`src/hw/csf_pkg.sv`:
```
// package for the cpu status flag register block
package csf_pkg;

   // ************************************************************
   // register offsets on the plain register port
   // ************************************************************
   localparam logic [1:0] CSF_ADDR_STATUS = 2'h0;
   localparam logic [1:0] CSF_ADDR_CORE = 2'h1;
   localparam logic [1:0] CSF_ADDR_IRQCTL = 2'h2;

   // ************************************************************
   // status, core control and irq control register bit positions
   // ************************************************************
   localparam int CSF_BIT_ACC_A_OVF = 15;
   localparam int CSF_BIT_ACC_B_OVF = 14;
   localparam int CSF_BIT_ACC_A_CLAMP = 13;
   localparam int CSF_BIT_ACC_B_CLAMP = 12;
   localparam int CSF_BIT_EITHER_OVF = 11;
   localparam int CSF_BIT_EITHER_CLAMP = 10;
   localparam int CSF_BIT_LOOP = 9;
   localparam int CSF_BIT_NIB = 8;
   localparam int CSF_BIT_PRIO_HI = 7;
   localparam int CSF_BIT_PRIO_LO = 5;
   localparam int CSF_BIT_REP = 4;
   localparam int CSF_BIT_NEG = 3;
   localparam int CSF_BIT_OVF = 2;
   localparam int CSF_BIT_ZERO = 1;
   localparam int CSF_BIT_CARRY = 0;
   localparam int CSF_BIT_TOP = 3;
   localparam int CSF_BIT_NEST = 15;

   // ************************************************************
   // reset values and constants
   // ************************************************************
   localparam logic [15:0] CSF_STATUS_RST = 16'h0000;
   localparam logic [2:0] CSF_PRIO_RST = 3'h0;
   localparam logic [2:0] CSF_PRIO_MAX = 3'h7;

   // ************************************************************
   // alu result flags from the execution units
   // ************************************************************
   typedef struct packed {
      logic upd_n;
      logic n;
      logic upd_ov;
      logic ov;
      logic upd_z;
      logic z;
      logic upd_c;
      logic c;
      logic upd_nib;
      logic nib;
   } csf_alu_t;

   // accumulator events from the dsp unit
   typedef struct packed {
      logic ovf_a;
      logic ovf_b;
      logic sat_a;
      logic sat_b;
   } csf_acc_t;

endpackage

```
`src/hw/csf_prio.sv`:
```
// priority forming and user interrupt mask
`timescale 1ns/1ps
`default_nettype none
module csf_prio
(
   input wire logic [2:0] prio_low, // status priority field
   input wire logic top_bit, // core control top bit
   output logic [3:0] prio_level, // four-bit cpu priority
   output logic user_irq_block // user interrupts masked
);
   import csf_pkg::*;
   assign prio_level = {top_bit, prio_low}; // see RULE2
   assign user_irq_block = top_bit | (prio_low == CSF_PRIO_MAX); // see RULE3 see RULE4
endmodule
`default_nettype wire

```
`src/hw/csf_top.sv`:
```
// cpu status flag register with core and interrupt control bits
//
// Contract
// RULE1: bits 7 to 5 hold the low three priority bits and software may write them.
// RULE2: the cpu priority is the core-control top bit above the three status bits.
// RULE3: user interrupts are blocked whenever the top bit is one.
// RULE4: field value 111 means level 7 or 15 and blocks all user interrupts.
// RULE5: software writes to the priority bits are ignored while nesting_off is set.
// RULE6: software may read and clear the sticky clamp flags but never set them.
// RULE7: clearing the combined sticky flag in bit 10 clears both single sticky flags.
// RULE8: bit 4 is one while a repeat loop runs, else zero, and is read-only.
// RULE9: bit 3 is set on a negative alu result and cleared otherwise.
// RULE10: bit 2 is set on signed overflow and cleared otherwise.
// RULE11: bit 1 stays set once set and clears only on a non-zero result; the code also loads bit 1 from a software status write.
// RULE12: bit 0 is set on carry out of the msb and cleared otherwise.
// RULE13: the core-control top bit is read-only to software.
// RULE14: irq control register 1 holds the nesting_off control bit.
// RULE15: bits 15 and 14 show accumulator overflow and bit 11 their or, read-only.
// RULE16: bit 9 shows an active hardware loop and bit 8 is the nibble carry.
`timescale 1ns/1ps
`default_nettype none
module csf_top
(
   input wire logic mclk, // core clock, 25 MHz
   input wire logic reset, // synchronous reset, active high
   input wire logic [1:0] reg_addr, // register address
   input wire logic [15:0] reg_wdata, // write data
   input wire logic reg_wr, // write strobe
   input wire logic reg_rd, // read strobe
   output logic [15:0] reg_rdata, // read data, cycle after strobe
   input wire csf_pkg::csf_alu_t alu_flags, // alu flag updates
   input wire csf_pkg::csf_acc_t acc_events, // accumulator events
   input wire logic repeat_active, // single-instruction repeat running
   input wire logic hw_loop_active, // hardware loop running
   input wire logic prio_top_set, // core raises top bit (trap entry)
   input wire logic prio_top_clr, // core drops top bit (trap exit)
   input wire logic prio_load, // core loads new priority field
   input wire logic [2:0] prio_load_val, // value for the core load
   output logic [15:0] cpu_status_reg, // status register contents
   output logic [3:0] cpu_prio, // four-bit cpu priority
   output logic user_irq_block // user interrupts masked
);
   import csf_pkg::*;

   // ************************************************************
   // state
   // ************************************************************
   logic acc_a_overflow_q;
   logic acc_b_overflow_q;
   logic acc_a_sticky_clamp_q;
   logic acc_b_sticky_clamp_q;
   logic nibble_carry_q;
   logic [2:0] cpu_prio_level_q;
   logic neg_q;
   logic ovf_q;
   logic zero_q;
   logic carry_q;
   logic cpu_prio_top_bit_q;
   logic nesting_off_q;
   logic [15:0] rdata_q;

   // ************************************************************
   // decode
   // ************************************************************
   wire wr_status = reg_wr && (reg_addr == CSF_ADDR_STATUS);
   wire wr_irqctl = reg_wr && (reg_addr == CSF_ADDR_IRQCTL);
   wire either_acc_overflow = acc_a_overflow_q | acc_b_overflow_q; // see RULE15
   wire either_acc_sticky_clamp = acc_a_sticky_clamp_q | acc_b_sticky_clamp_q;
   // software clears only: a zero written clears, a one is ignored
   wire clamp_both_clr = wr_status && !reg_wdata[CSF_BIT_EITHER_CLAMP]; // see RULE7
   wire clamp_a_clr = wr_status && (!reg_wdata[CSF_BIT_ACC_A_CLAMP] || clamp_both_clr); // see RULE6
   wire clamp_b_clr = wr_status && (!reg_wdata[CSF_BIT_ACC_B_CLAMP] || clamp_both_clr); // see RULE6
   wire prio_sw_wr = wr_status && !nesting_off_q; // see RULE5

   // ************************************************************
   // accumulator flags
   // ************************************************************
   always_ff @(posedge mclk)
   begin
      if (reset)
      begin
         acc_a_overflow_q <= 1'b0;
         acc_b_overflow_q <= 1'b0;
         acc_a_sticky_clamp_q <= 1'b0;
         acc_b_sticky_clamp_q <= 1'b0;
      end
      else
      begin
         acc_a_overflow_q <= acc_events.ovf_a; // see RULE15
         acc_b_overflow_q <= acc_events.ovf_b; // see RULE15
         // set wins over a clear in the same cycle
         if (acc_events.sat_a)
            acc_a_sticky_clamp_q <= 1'b1;
         else if (clamp_a_clr)
            acc_a_sticky_clamp_q <= 1'b0; // see RULE6
         if (acc_events.sat_b)
            acc_b_sticky_clamp_q <= 1'b1;
         else if (clamp_b_clr)
            acc_b_sticky_clamp_q <= 1'b0; // see RULE6
      end
   end

   // ************************************************************
   // alu flags, hardware update wins over software write
   // ************************************************************
   always_ff @(posedge mclk)
   begin
      if (reset)
      begin
         neg_q <= 1'b0;
         ovf_q <= 1'b0;
         zero_q <= 1'b0;
         carry_q <= 1'b0;
         nibble_carry_q <= 1'b0;
      end
      else
      begin
         if (alu_flags.upd_n)
            neg_q <= alu_flags.n; // see RULE9
         else if (wr_status)
            neg_q <= reg_wdata[CSF_BIT_NEG];
         if (alu_flags.upd_ov)
            ovf_q <= alu_flags.ov; // see RULE10
         else if (wr_status)
            ovf_q <= reg_wdata[CSF_BIT_OVF];
         // zero clears only on a non-zero result or a software status write
         if (alu_flags.upd_z && alu_flags.z)
            zero_q <= 1'b1; // see RULE11
         else if (alu_flags.upd_z)
            zero_q <= 1'b0; // see RULE11
         else if (wr_status)
            zero_q <= reg_wdata[CSF_BIT_ZERO];
         if (alu_flags.upd_c)
            carry_q <= alu_flags.c; // see RULE12
         else if (wr_status)
            carry_q <= reg_wdata[CSF_BIT_CARRY];
         if (alu_flags.upd_nib)
            nibble_carry_q <= alu_flags.nib; // see RULE16
         else if (wr_status)
            nibble_carry_q <= reg_wdata[CSF_BIT_NIB];
      end
   end

   // ************************************************************
   // priority field and control bits
   // ************************************************************
   always_ff @(posedge mclk)
   begin
      if (reset)
      begin
         cpu_prio_level_q <= CSF_PRIO_RST;
         cpu_prio_top_bit_q <= 1'b0;
         nesting_off_q <= 1'b0;
      end
      else
      begin
         // core load outranks software
         if (prio_load)
            cpu_prio_level_q <= prio_load_val;
         else if (prio_sw_wr)
            cpu_prio_level_q <= reg_wdata[CSF_BIT_PRIO_HI:CSF_BIT_PRIO_LO]; // see RULE1
         // top bit moves only by the core
         if (prio_top_set)
            cpu_prio_top_bit_q <= 1'b1; // see RULE13
         else if (prio_top_clr)
            cpu_prio_top_bit_q <= 1'b0; // see RULE13
         if (wr_irqctl)
            nesting_off_q <= reg_wdata[CSF_BIT_NEST]; // see RULE14
      end
   end

   // ************************************************************
   // status image and read port
   // ************************************************************
   assign cpu_status_reg = {acc_a_overflow_q, acc_b_overflow_q, acc_a_sticky_clamp_q,
      acc_b_sticky_clamp_q, either_acc_overflow, either_acc_sticky_clamp,
      hw_loop_active, nibble_carry_q, cpu_prio_level_q, repeat_active, // see RULE8 see RULE16
      neg_q, ovf_q, zero_q, carry_q};

   wire [15:0] core_image = {12'h000, cpu_prio_top_bit_q, 3'h0};
   wire [15:0] irqctl_image = {nesting_off_q, 15'h0000};
   wire [15:0] rd_mux = (reg_addr == CSF_ADDR_STATUS) ? cpu_status_reg :
                        (reg_addr == CSF_ADDR_CORE) ? core_image :
                        (reg_addr == CSF_ADDR_IRQCTL) ? irqctl_image : 16'h0000;

   always_ff @(posedge mclk)
   begin
      if (reset)
         rdata_q <= CSF_STATUS_RST;
      else if (reg_rd)
         rdata_q <= rd_mux;
      else
         rdata_q <= 16'h0000;
   end
   assign reg_rdata = rdata_q;

   // ************************************************************
   // priority and mask
   // ************************************************************
   csf_prio u_prio
   (
      .prio_low(cpu_prio_level_q),
      .top_bit(cpu_prio_top_bit_q),
      .prio_level(cpu_prio),
      .user_irq_block(user_irq_block)
   );

endmodule
`default_nettype wire

```
`config.mk`:
```
export PLATFORM = sky130hd
export DESIGN_NAME = csf_top
export DESIGN_NICKNAME = d
export VERILOG_FILES = /design/src/hw/csf_pkg.sv /design/src/hw/csf_prio.sv /design/src/hw/csf_top.sv
export SDC_FILE = /design/constraint.sdc
export NUM_CORES = 1
export LEC_CHECK = 0
export BUFFER_PORTS_ARGS = -buffer_cell sky130_fd_sc_hd__buf_4
export CORE_MARGIN = 2
export CORE_UTILIZATION = 37
export DETAILED_ROUTE_END_ITERATION = 8
export GPL_ROUTABILITY_DRIVEN = 1
export PLACE_DENSITY = 0.79
export SLEW_MARGIN = 10
export SYNTH_ARGS = -nofsm -noshare
export SYNTH_HDL_FRONTEND = slang
export SYNTH_SLANG_ARGS = --single-unit
```
`constraint.sdc`:
```
create_clock -name mclk -period 1.1 [get_ports mclk]
set_input_delay 0.22 -clock mclk [delete_from_list [all_inputs] [get_ports mclk]]
set_output_delay 0.22 -clock mclk [all_outputs]
set_load 0.05 [all_outputs]
```
==> impl_metrics.ini, run 1 <==
[floorplanning]
core_area_um2 = 3100
io_pins = 81
rows = 20
initial_core_util_pct = 39.3
die_h_um = 61.4
die-area_um2 = 3770
die_w_um = 61.4

[finish]
syn_to_final_growth_pct = 82.3
nFillCells = 230
fin_nets = 255
num_antenna_cells = 0
multi_input_area_um2 = 453
fin_cells = 256
drive_above_1_share_pct = 61.8
regArea_um2 = 631
final_cell_mix = 60 x buf_4, 24 x buf_6, 17 x buf_8
final_common_cell = buf_4

[worst_setup_path]
regToRegStartpoint = cpu_prio_level_q[2]
startpoint = cpu_prio_level_q[1]
start_kind = flop
critPathMaxFanout = 2
worstSetupPathType = flop to primary output
critPathArrivalTime_ns = 1.08
critPathRequiredTime_ns = 0.88
cp-end-kind = primary output

[synthesis]
synth_warnings = 0
ys_seq_area_share_pct = 49.2
syn_area_um2 = 1220
synth_cell_types = 20
synthCells = 124
syn_area_per_cell_um2 = 9.84
synth_nets = 168
ys_seq_elements = 30

[sta]
max-slew-margin-rel_pct = 85.7
tns_ns = -1.40
skew_ns = 0.0148
hold_ws_ns = 0.0773
period_share_pct = 118
finalHoldViolCount = 0
max_freq_ghz = 0.770
setup_viol = 14
rsz0062_at_grt = true
setup_slack_ns = -0.199
period_needed_ns = 1.30
drv_slew = 0
max_slew.worst_pin.slew_ns = 0.212

[clocking]
cts_buffers = 5
htree_levels = 2
clock_sinks = 30
cts_hold_buf = 0
clock-root-buffer = clkbuf_4
clk_latency_ns = 0.34
cts_max_path_buffers = 2
cts_tree = yes
clk_pin_slew_ns = 0.10

[outcome]
outcome = complete, but fails checks
violations = setup timing

[pwr]
p_seq_share_pct = 42.4
power_mw = 2.76
switching_share_pct = 29.3
p_clk_share_pct = 29.6
combPwrFrac_pct = 27.9
p_sw_mw = 0.810
vdd_drop_max_mv = 0.653
p_int_mw = 1.95
powerDensity_nw_per_um2 = 1240
leakagePower_nw = 1.10

[drt]
viasPerCell = 4.58
ant_nets = 0
wl_mm = 3.50
via_count = 1172
dr.first_iter.drc_count = 26
post-route-drc-count = 0
dr.pass1.iters = 4
wl_per_cell_um = 13.7

[place]
gp_congestion = 0.766
dpl.hpwl_mm = 2.26
dp_slack_ns = -0.215
io_buffers = 76
dp.cells = 232

[worst_hold_path]
hold_path.class = input port to flop
min_from = prio_top_set

[global_route]
grt_usage_pct = 19.6
grt_max_degree = 15
grt_antenna_before_repair = 0
grt_pass1_wl_mm = 5.12
grt_overflow = 0
grt_pass1_vias = 1124

[run]
maxCapViolations = 0
==> layer usage <==
metal / global-route usage (%) / part of all wire [%] / vias to the layer above / wire, um
li1: - / - / 566 / -
met1: 19.4 / 35 / 548 / 1220
met2: 35.0 / 56 / 48 / 1960
met3: 7.35 / 6.7 / 10 / 235
met4: 11.6 / 2.3 / 0 / 82
met5: 0 / 0 / - / 0
==> flip-flops by register name, indices dropped and copies added (netlist names) <==
name                  flops
reg_rdata                16
acc_a_overflow_q          1
ovf_q                     1
acc_a_sticky_clamp_q      1
nibble_carry_q            1
acc_b_overflow_q          1
nesting_off_q             1
acc_b_sticky_clamp_q      1
carry_q                   1
cpu_prio_top_bit_q        1
cpu_prio_level_q          3
zero_q                    1
neg_q                     1
==> power by group through the flow <==
stage	registers [mW]	clock network, mW	logic [mW]
after floorplan	1.24	0	0.343
after detailed placement	1.19	0	0.592
final	1.17	0.819	0.772
after global placement	1.19	0	0.577
after CTS	1.17	0.833	0.724
after global routing	1.18	0.899	0.808
==> cell type report <==
type                    instances  area share, %
multi-input cells              65           20.4
inverters                       8           1.35
repair buffers                101           43.9
clock buffers                   8           3.55
flip-flops and latches         30           28.4
well taps                      44           2.48
==> worst max-delay path: stages (launching register included) <==
cell and delay, ns:
dfxtp_2 0.34, a31o_2 0.24, buf_6 0.15
==> through the flow <==
step                utilization, %  area, um^2
floorplan                        -        1230
global placement              57.1        1770
detailed placement            57.1        1770
CTS                           67.3        2090
global route                  71.7        2220
finish                        71.7        2220
==> what timing repair did <==
action                     CTS  global route
pin swaps                    3             5
gates resized for setup     50            29
buffers inserted            11             6
setup endpoints to repair   21            35
==> cells in the mapped netlist <==
| cell | n | share of area, % |
|---|---|---|
| a211oi_1 | 5 | 3.1 |
| clkbuf_1 | 3 | 0.92 |
| nand2b_1 | 1 | 0.51 |
| nor2_1 | 7 | 2.2 |
| or2_2 | 2 | 1.0 |
| o21ai_0 | 2 | 0.82 |
| a31o_2 | 1 | 0.72 |
| a21oi_1 | 3 | 1.2 |
| nor3_1 | 8 | 3.3 |
| or3b_1 | 1 | 0.72 |
| o21a_1 | 3 | 1.8 |
| buf_4 | 18 | 11 |
| dfxtp_1 | 30 | 49 |
| nor4b_2 | 1 | 1.2 |
| inv_1 | 8 | 2.5 |
| nand3b_1 | 1 | 0.62 |
| nor2b_1 | 2 | 1.0 |
| and2_1 | 16 | 8.2 |
| mux2i_1 | 11 | 9.0 |
| nor3_2 | 1 | 0.82 |
==> logic make-up (layout without fill, tap and decap cells) <==
family / count (synthesis) / count (layout) / share of synthesized area [%]
buffers and inverters: 29 / 117 / 14.5
AND/OR/NAND/NOR: 40 / 40 / 19.6
AO/OA/AOI/OAI: 14 / 14 / 7.69
flip-flops: 30 / 30 / 49.2
multiplexers: 11 / 11 / 9.03
==> worst paths after layout <==
check | to | slack [ns] | cells past startpoint
hold / removal | cpu_prio_top_bit_q | 0.08 | 3
hold reg to reg | reg_rdata[2] | 0.49 | 1
setup / recovery | user_irq_block | -0.20 | 2
setup reg to reg | cpu_prio_level_q[2] | 0.07 | 5
Note: power is estimated with default switching activity, not from simulation.
==> run 2, diff against run 1 <==
--- a/config.mk
+++ b/config.mk
@@ -5,7 +5,7 @@
 export SDC_FILE = /design/constraint.sdc
 export NUM_CORES = 1
 export LEC_CHECK = 0
-export BUFFER_PORTS_ARGS = -buffer_cell sky130_fd_sc_hd__buf_4
+export BUFFER_PORTS_ARGS = -buffer_cell sky130_fd_sc_hd__buf_2
 export CORE_MARGIN = 2
 export CORE_UTILIZATION = 37
 export DETAILED_ROUTE_END_ITERATION = 8
==> run 2 against run 1 <==
The run still ends with setup timing left. Critical path type unchanged. Global-route usage fell by 2.7 points. Critical path depth did not move. Sequential cell count is the same.
==> impl_metrics.ini, run 2 (same netlist as run 1, synthesis figures left out) <==
[global_route]
grt_usage_pct = 16.9
grt_antenna_before_repair = 0
grt_max_degree = 15
grt_overflow = 0
grt_pass1_wl_mm = 4.45
grt_pass1_vias = 1003

[worst_hold_path]
whs_endpoint = cpu_prio_top_bit_q
min_from = prio_top_set
hold_path.class = input port to flop
hold_depth = 3

[worst_setup_path]
regToRegStartpoint = nesting_off_q
critPathMaxFanout = 4
worstSetupPathType = flop to primary output
r2r_cells = 4
start_kind = flop
cp-end-kind = primary output
max_stage_delay_ns = 0.38
critPathRequiredTime_ns = 0.88
critPathArrivalTime_ns = 1.08
path_delay_family = flip-flops
timing.rr.end = cpu_prio_level_q[1]
slowest_stage = dfxtp_4
crit_buf_inv = 1
rrSetupSlack_ns = 0.06
path_cells = a31o_4 -> buf_8

[drt]
dr.pass1.iters = 2
dr.first_iter.drc_count = 23
wl_met3_um = 212
wl_per_cell_um = 12.0
ant_nets = 0
wl_mm = 2.98
routed.top_layer = met4
post-route-drc-count = 0
via_count = 1105
viasPerCell = 4.44
met2_length_mm = 1.63
m1WireLength_mm = 1.08

[pwr]
leakagePower_nw = 1.04
p_clk_share_pct = 38.5
p_sw_mw = 0.794
powerDensity_nw_per_um2 = 1450
p_seq_share_pct = 39.2
vdd_drop_max_mv = 0.739
p_int_mw = 2.21
switching_share_pct = 26.4
combPwrFrac_pct = 22.3

[floorplanning]
die_h_um = 61.4
initial_core_util_pct = 39.3
io_pins = 81
rows = 20
core_area_um2 = 3100
die_w_um = 61.4
die-area_um2 = 3770

[clocking]
clk_pin_slew_ns = 0.10
cts_max_path_buffers = 2
cts_hold_buf = 0
clk_latency_ns = 0.33
cts_buffers = 5
clock_sinks = 30
clock-root-buffer = clkbuf_4
htree_levels = 2
cts_tree = yes

[sta]
skew_ns = 0.0100
tns_ns = -1.16
max-slew-margin-rel_pct = 83.2
finalHoldViolCount = 0
setup_slack_ns = -0.200
setup_viol = 11
rsz0062_at_grt = true
period_share_pct = 118
max_freq_ghz = 0.769
max_slew.worst_pin.slew_ns = 0.253
period_needed_ns = 1.30
drv_slew = 0

[finish]
final_common_cell = buf_2
syn_to_final_growth_pct = 69.1
fin_nets = 248
final_cell_mix = 41 x buf_2, 22 x buf_4, 18 x buf_6
largest_reg_flops = 16
num_antenna_cells = 0
drive_above_1_share_pct = 61.0

[outcome]
outcome = complete, but fails checks
violations = setup timing

[place]
dp_slack_ns = -0.179
gp_congestion = 0.713
io_buffers = 76

[run]
maxCapViolations = 0
## run 2: changes by cell type in the layout (fill, tap and decap cells not counted), sizes merged
| cell | before | now |
|---|---|---|
| clkbuf | 8 | 6 |
| bufinv | 0 | 2 |
| buf | 101 | 94 |
## run 2: how the worst max path moves through the flow
| stage | from | endpoint | cells past startpoint |
|---|---|---|---|
| 4_1_cts | cpu_prio_top_bit_q | user_irq_block | 2 |
| 6_report | cpu_prio_level_q[1] | user_irq_block | 2 |
| 3_3_place_gp | reg_addr[0] | zero_q | 5 |
| 2_1_floorplan | reg_addr[0] | neg_q | 4 |
| 3_5_place_dp | reg_addr[0] | carry_q | 5 |
| 5_1_grt | cpu_prio_level_q[2] | user_irq_block | 2 |
## run 2: layout make-up
class                      count  area (um^2)
multi-input combinational     65          472
sequential                    30          627
inverter                       8         30.0
clock buffer                   6         51.3
fill                         258         1040
tap                           44         55.1
clock inverter                 2         60.1
timing repair buffer          94          768
## run 2: stage by stage
step / total power, mW / area (um^2) / instances / hold WS (ns) / util [%]
2_1_floorplan: 1.59 / 1230 / 124 / 0.289 / -
3_3_place_gp: 1.69 / 1590 / 233 / 0.426 / 51.2
6_report: 3.00 / 2060 / 249 / 0.0885 / 66.5
3_5_place_dp: 1.70 / 1590 / 233 / 0.429 / 51.2
4_1_cts: 2.98 / 1940 / 244 / 0.0637 / 62.5
5_1_grt: 3.13 / 2060 / 249 / 0.0868 / 66.5
## run 2: power groups by stage
| stage | registers [mW] | logic, mW | clock network [mW] |
|---|---|---|---|
| 2_1_floorplan | 1.24 | 0.343 | 0 |
| 3_3_place_gp | 1.19 | 0.506 | 0 |
| 3_5_place_dp | 1.19 | 0.510 | 0 |
| 4_1_cts | 1.17 | 0.625 | 1.19 |
| 5_1_grt | 1.18 | 0.713 | 1.24 |
| 6_report | 1.18 | 0.670 | 1.16 |
## run 2: layer usage
metal	up-vias	GRT usage [%]
met3	5	6.09
met4	0	7.29
met5	-	0
li1	554	-
met2	46	30.7
met1	500	17.6
## run 2: what timing repair did
action | in CTS | in global routing
pin swaps | 1 | 4
setup buffers | 3 | 7
cloned | 0 | 0
setup endpoints to repair | 35 | 29
gates resized for setup | 77 | 25
## run 2: worst min-delay path: cells and delay by family
| family | cells | cell delay [ns] |
|---|---|---|
| buffers and inverters | 1 | 0.07 |
| AO/OA/AOI/OAI | 1 | 0.03 |
| AND/OR/NAND/NOR | 1 | 0.07 |
==> run 3, diff against run 2 <==
--- a/config.mk
+++ b/config.mk
@@ -10,8 +10,8 @@
 export CORE_UTILIZATION = 37
 export DETAILED_ROUTE_END_ITERATION = 8
 export GPL_ROUTABILITY_DRIVEN = 1
-export PLACE_DENSITY = 0.79
-export SLEW_MARGIN = 10
+export PLACE_DENSITY_LB_ADDON = 0.15
+export REMOVE_ABC_BUFFERS = 1
 export SYNTH_ARGS = -nofsm -noshare
 export SYNTH_HDL_FRONTEND = slang
 export SYNTH_SLANG_ARGS = --single-unit
==> run 3 against run 2 <==
The run still ends with setup timing left. Register-to-register slack better by 0.02 ns. Count of clock-buffer cells in the layout is 2 higher. Sequential share of layout area up 1.3 points. Sequential power about the same. Fmax up 0.75%. Highest routed layer unchanged. Total power fell by 12%. Global-route usage is 0.55 points lower. First-iteration DRC count down 4.3%. Non-clock buffer count down 1.
==> impl_metrics.ini, run 3 (same netlist as run 1, synthesis figures left out) <==
[pwr]
p_sw_mw = 0.766
switching_share_pct = 29.1
p_seq_share_pct = 44.7
power_mw = 2.63
vdd_drop_max_mv = 0.713
combPwrFrac_pct = 24.9
p_int_mw = 1.86
p_clk_share_pct = 30.5
powerDensity_nw_per_um2 = 1330
leakagePower_nw = 1.01

[sta]
setup_viol = 10
tns_ns = -0.982
rsz0062_at_grt = true
max_slew.worst_pin.slew_ns = 0.261
finalHoldViolCount = 0
skew_ns = 0.00828
setup_slack_ns = -0.190
period_share_pct = 117
drv_slew = 0
max_freq_ghz = 0.775
max-slew-margin-rel_pct = 82.7
period_needed_ns = 1.29

[global_route]
grt_pass1_vias = 1004
grt_max_degree = 15
grt_usage_pct = 16.4
grt_overflow = 0
grt_antenna_before_repair = 0
grt_pass1_wl_mm = 4.35

[drt]
wl_per_cell_um = 11.5
ant_nets = 0
dr.first_iter.drc_count = 22
dr.pass1.iters = 2
wl_mm = 2.85
post-route-drc-count = 0
via_count = 1070
viasPerCell = 4.31

[run]
maxCapViolations = 0

[worst_setup_path]
critPathArrivalTime_ns = 1.07
start_kind = flop
critPathMaxFanout = 3
worstSetupPathType = flop to primary output
critPathRequiredTime_ns = 0.88
regToRegStartpoint = nesting_off_q
r2r_cells = 4
cp-end-kind = primary output
timing.rr.end = cpu_prio_level_q[2]
rrSetupSlack_ns = 0.08

[floorplanning]
die_w_um = 61.4
die-area_um2 = 3770
io_pins = 81
die_h_um = 61.4
rows = 20
core_area_um2 = 3100
initial_core_util_pct = 39.3

[place]
gp_congestion = 0.642
io_buffers = 76
dp_slack_ns = -0.253
dpl.hpwl_mm = 1.99
placed_area_um2 = 1580

[finish]
fin_area_um2 = 1980
num_antenna_cells = 0
drive_above_1_share_pct = 58.8
largest_reg_flops = 16
nFillCells = 276
syn_to_final_growth_pct = 62.6
final_common_cell = buf_2
fin_nets = 247
final_cell_mix = 41 x buf_2, 26 x buf_4, 16 x and2_1, 16 x dfxtp_1, 15 x buf_6

[clocking]
htree_levels = 2
clk_pin_slew_ns = 0.09
cts_tree = yes
clock_sinks = 30
cts_max_path_buffers = 2
clk_latency_ns = 0.32
clock-root-buffer = clkbuf_4
cts_buffers = 5

[worst_hold_path]
min_from = acc_events[3]
hold_depth = 2
hold_path.class = input port to flop
whs_endpoint = acc_a_overflow_q

[outcome]
outcome = complete, but fails checks
violations = setup timing
[run 3: cell count changes in the layout (fill, tap and decap cells not counted), sizes merged]
cell | previous run | this run
clkbuf | 6 | 8
buf | 94 | 93
bufinv | 2 | 0
[run 3: power groups by stage]
stage / registers (mW) / logic [mW] / clock network, mW
floorplan: 1.36 / 0.132 / 0
global placement: 1.18 / 0.503 / 0
detailed placement: 1.18 / 0.511 / 0
CTS: 1.17 / 0.602 / 0.826
global route: 1.18 / 0.695 / 0.870
finish: 1.17 / 0.654 / 0.801
[run 3: layout make-up]
class	count	area [um^2]	share of cell area [%]
inverters	8	30.0	1.51
multi-input cells	65	457	23.0
clock buffers	8	78.8	3.97
well taps	44	55.1	2.78
repair buffers	93	734	37.0
flip-flops and latches	30	628	31.7
[run 3: critical path: stages (launching register included)]
cell	delay (ns)
dfxtp_4	0.36
a31o_4	0.24
buf_8	0.14
[run 3: per-stage QoR]
step | utilization, % | instances | hold slack (ns)
3_5_place_dp | 50.8 | 232 | 0.433
2_1_floorplan | - | 103 | 0.289
6_report | 63.9 | 248 | 0.0990
5_1_grt | 63.9 | 248 | 0.0891
4_1_cts | 60.3 | 242 | 0.0836
3_3_place_gp | 50.8 | 232 | 0.426
[run 3: what timing repair did]
item,in CTS,in global routing
hold buffers,0,0
setup endpoints to repair,35,22
pin swaps,1,4
buffers inserted,2,7
resized for setup,73,23
[run 3: how the worst max path moves through the flow]
| stage | startpoint | to | depth (start not counted) |
|---|---|---|---|
| floorplan | cpu_prio_level_q[0] | user_irq_block | 1 |
| CTS | cpu_prio_level_q[1] | user_irq_block | 2 |
| global placement | reg_addr[0] | carry_q | 5 |
| detailed placement | reg_addr[0] | ovf_q | 5 |
| global route | cpu_prio_level_q[1] | user_irq_block | 2 |
| finish | cpu_prio_level_q[0] | user_irq_block | 2 |
[run 3: metal layers]
metal | track usage (%) | vias to the layer above | part of all wire (%)
met1 | 17.5 | 476 | 38
met4 | 8.21 | 0 | 0.98
met3 | 5.25 | 3 | 5.9
li1 | - | 550 | -
met2 | 29.0 | 41 | 55
met5 | 0 | - | 0
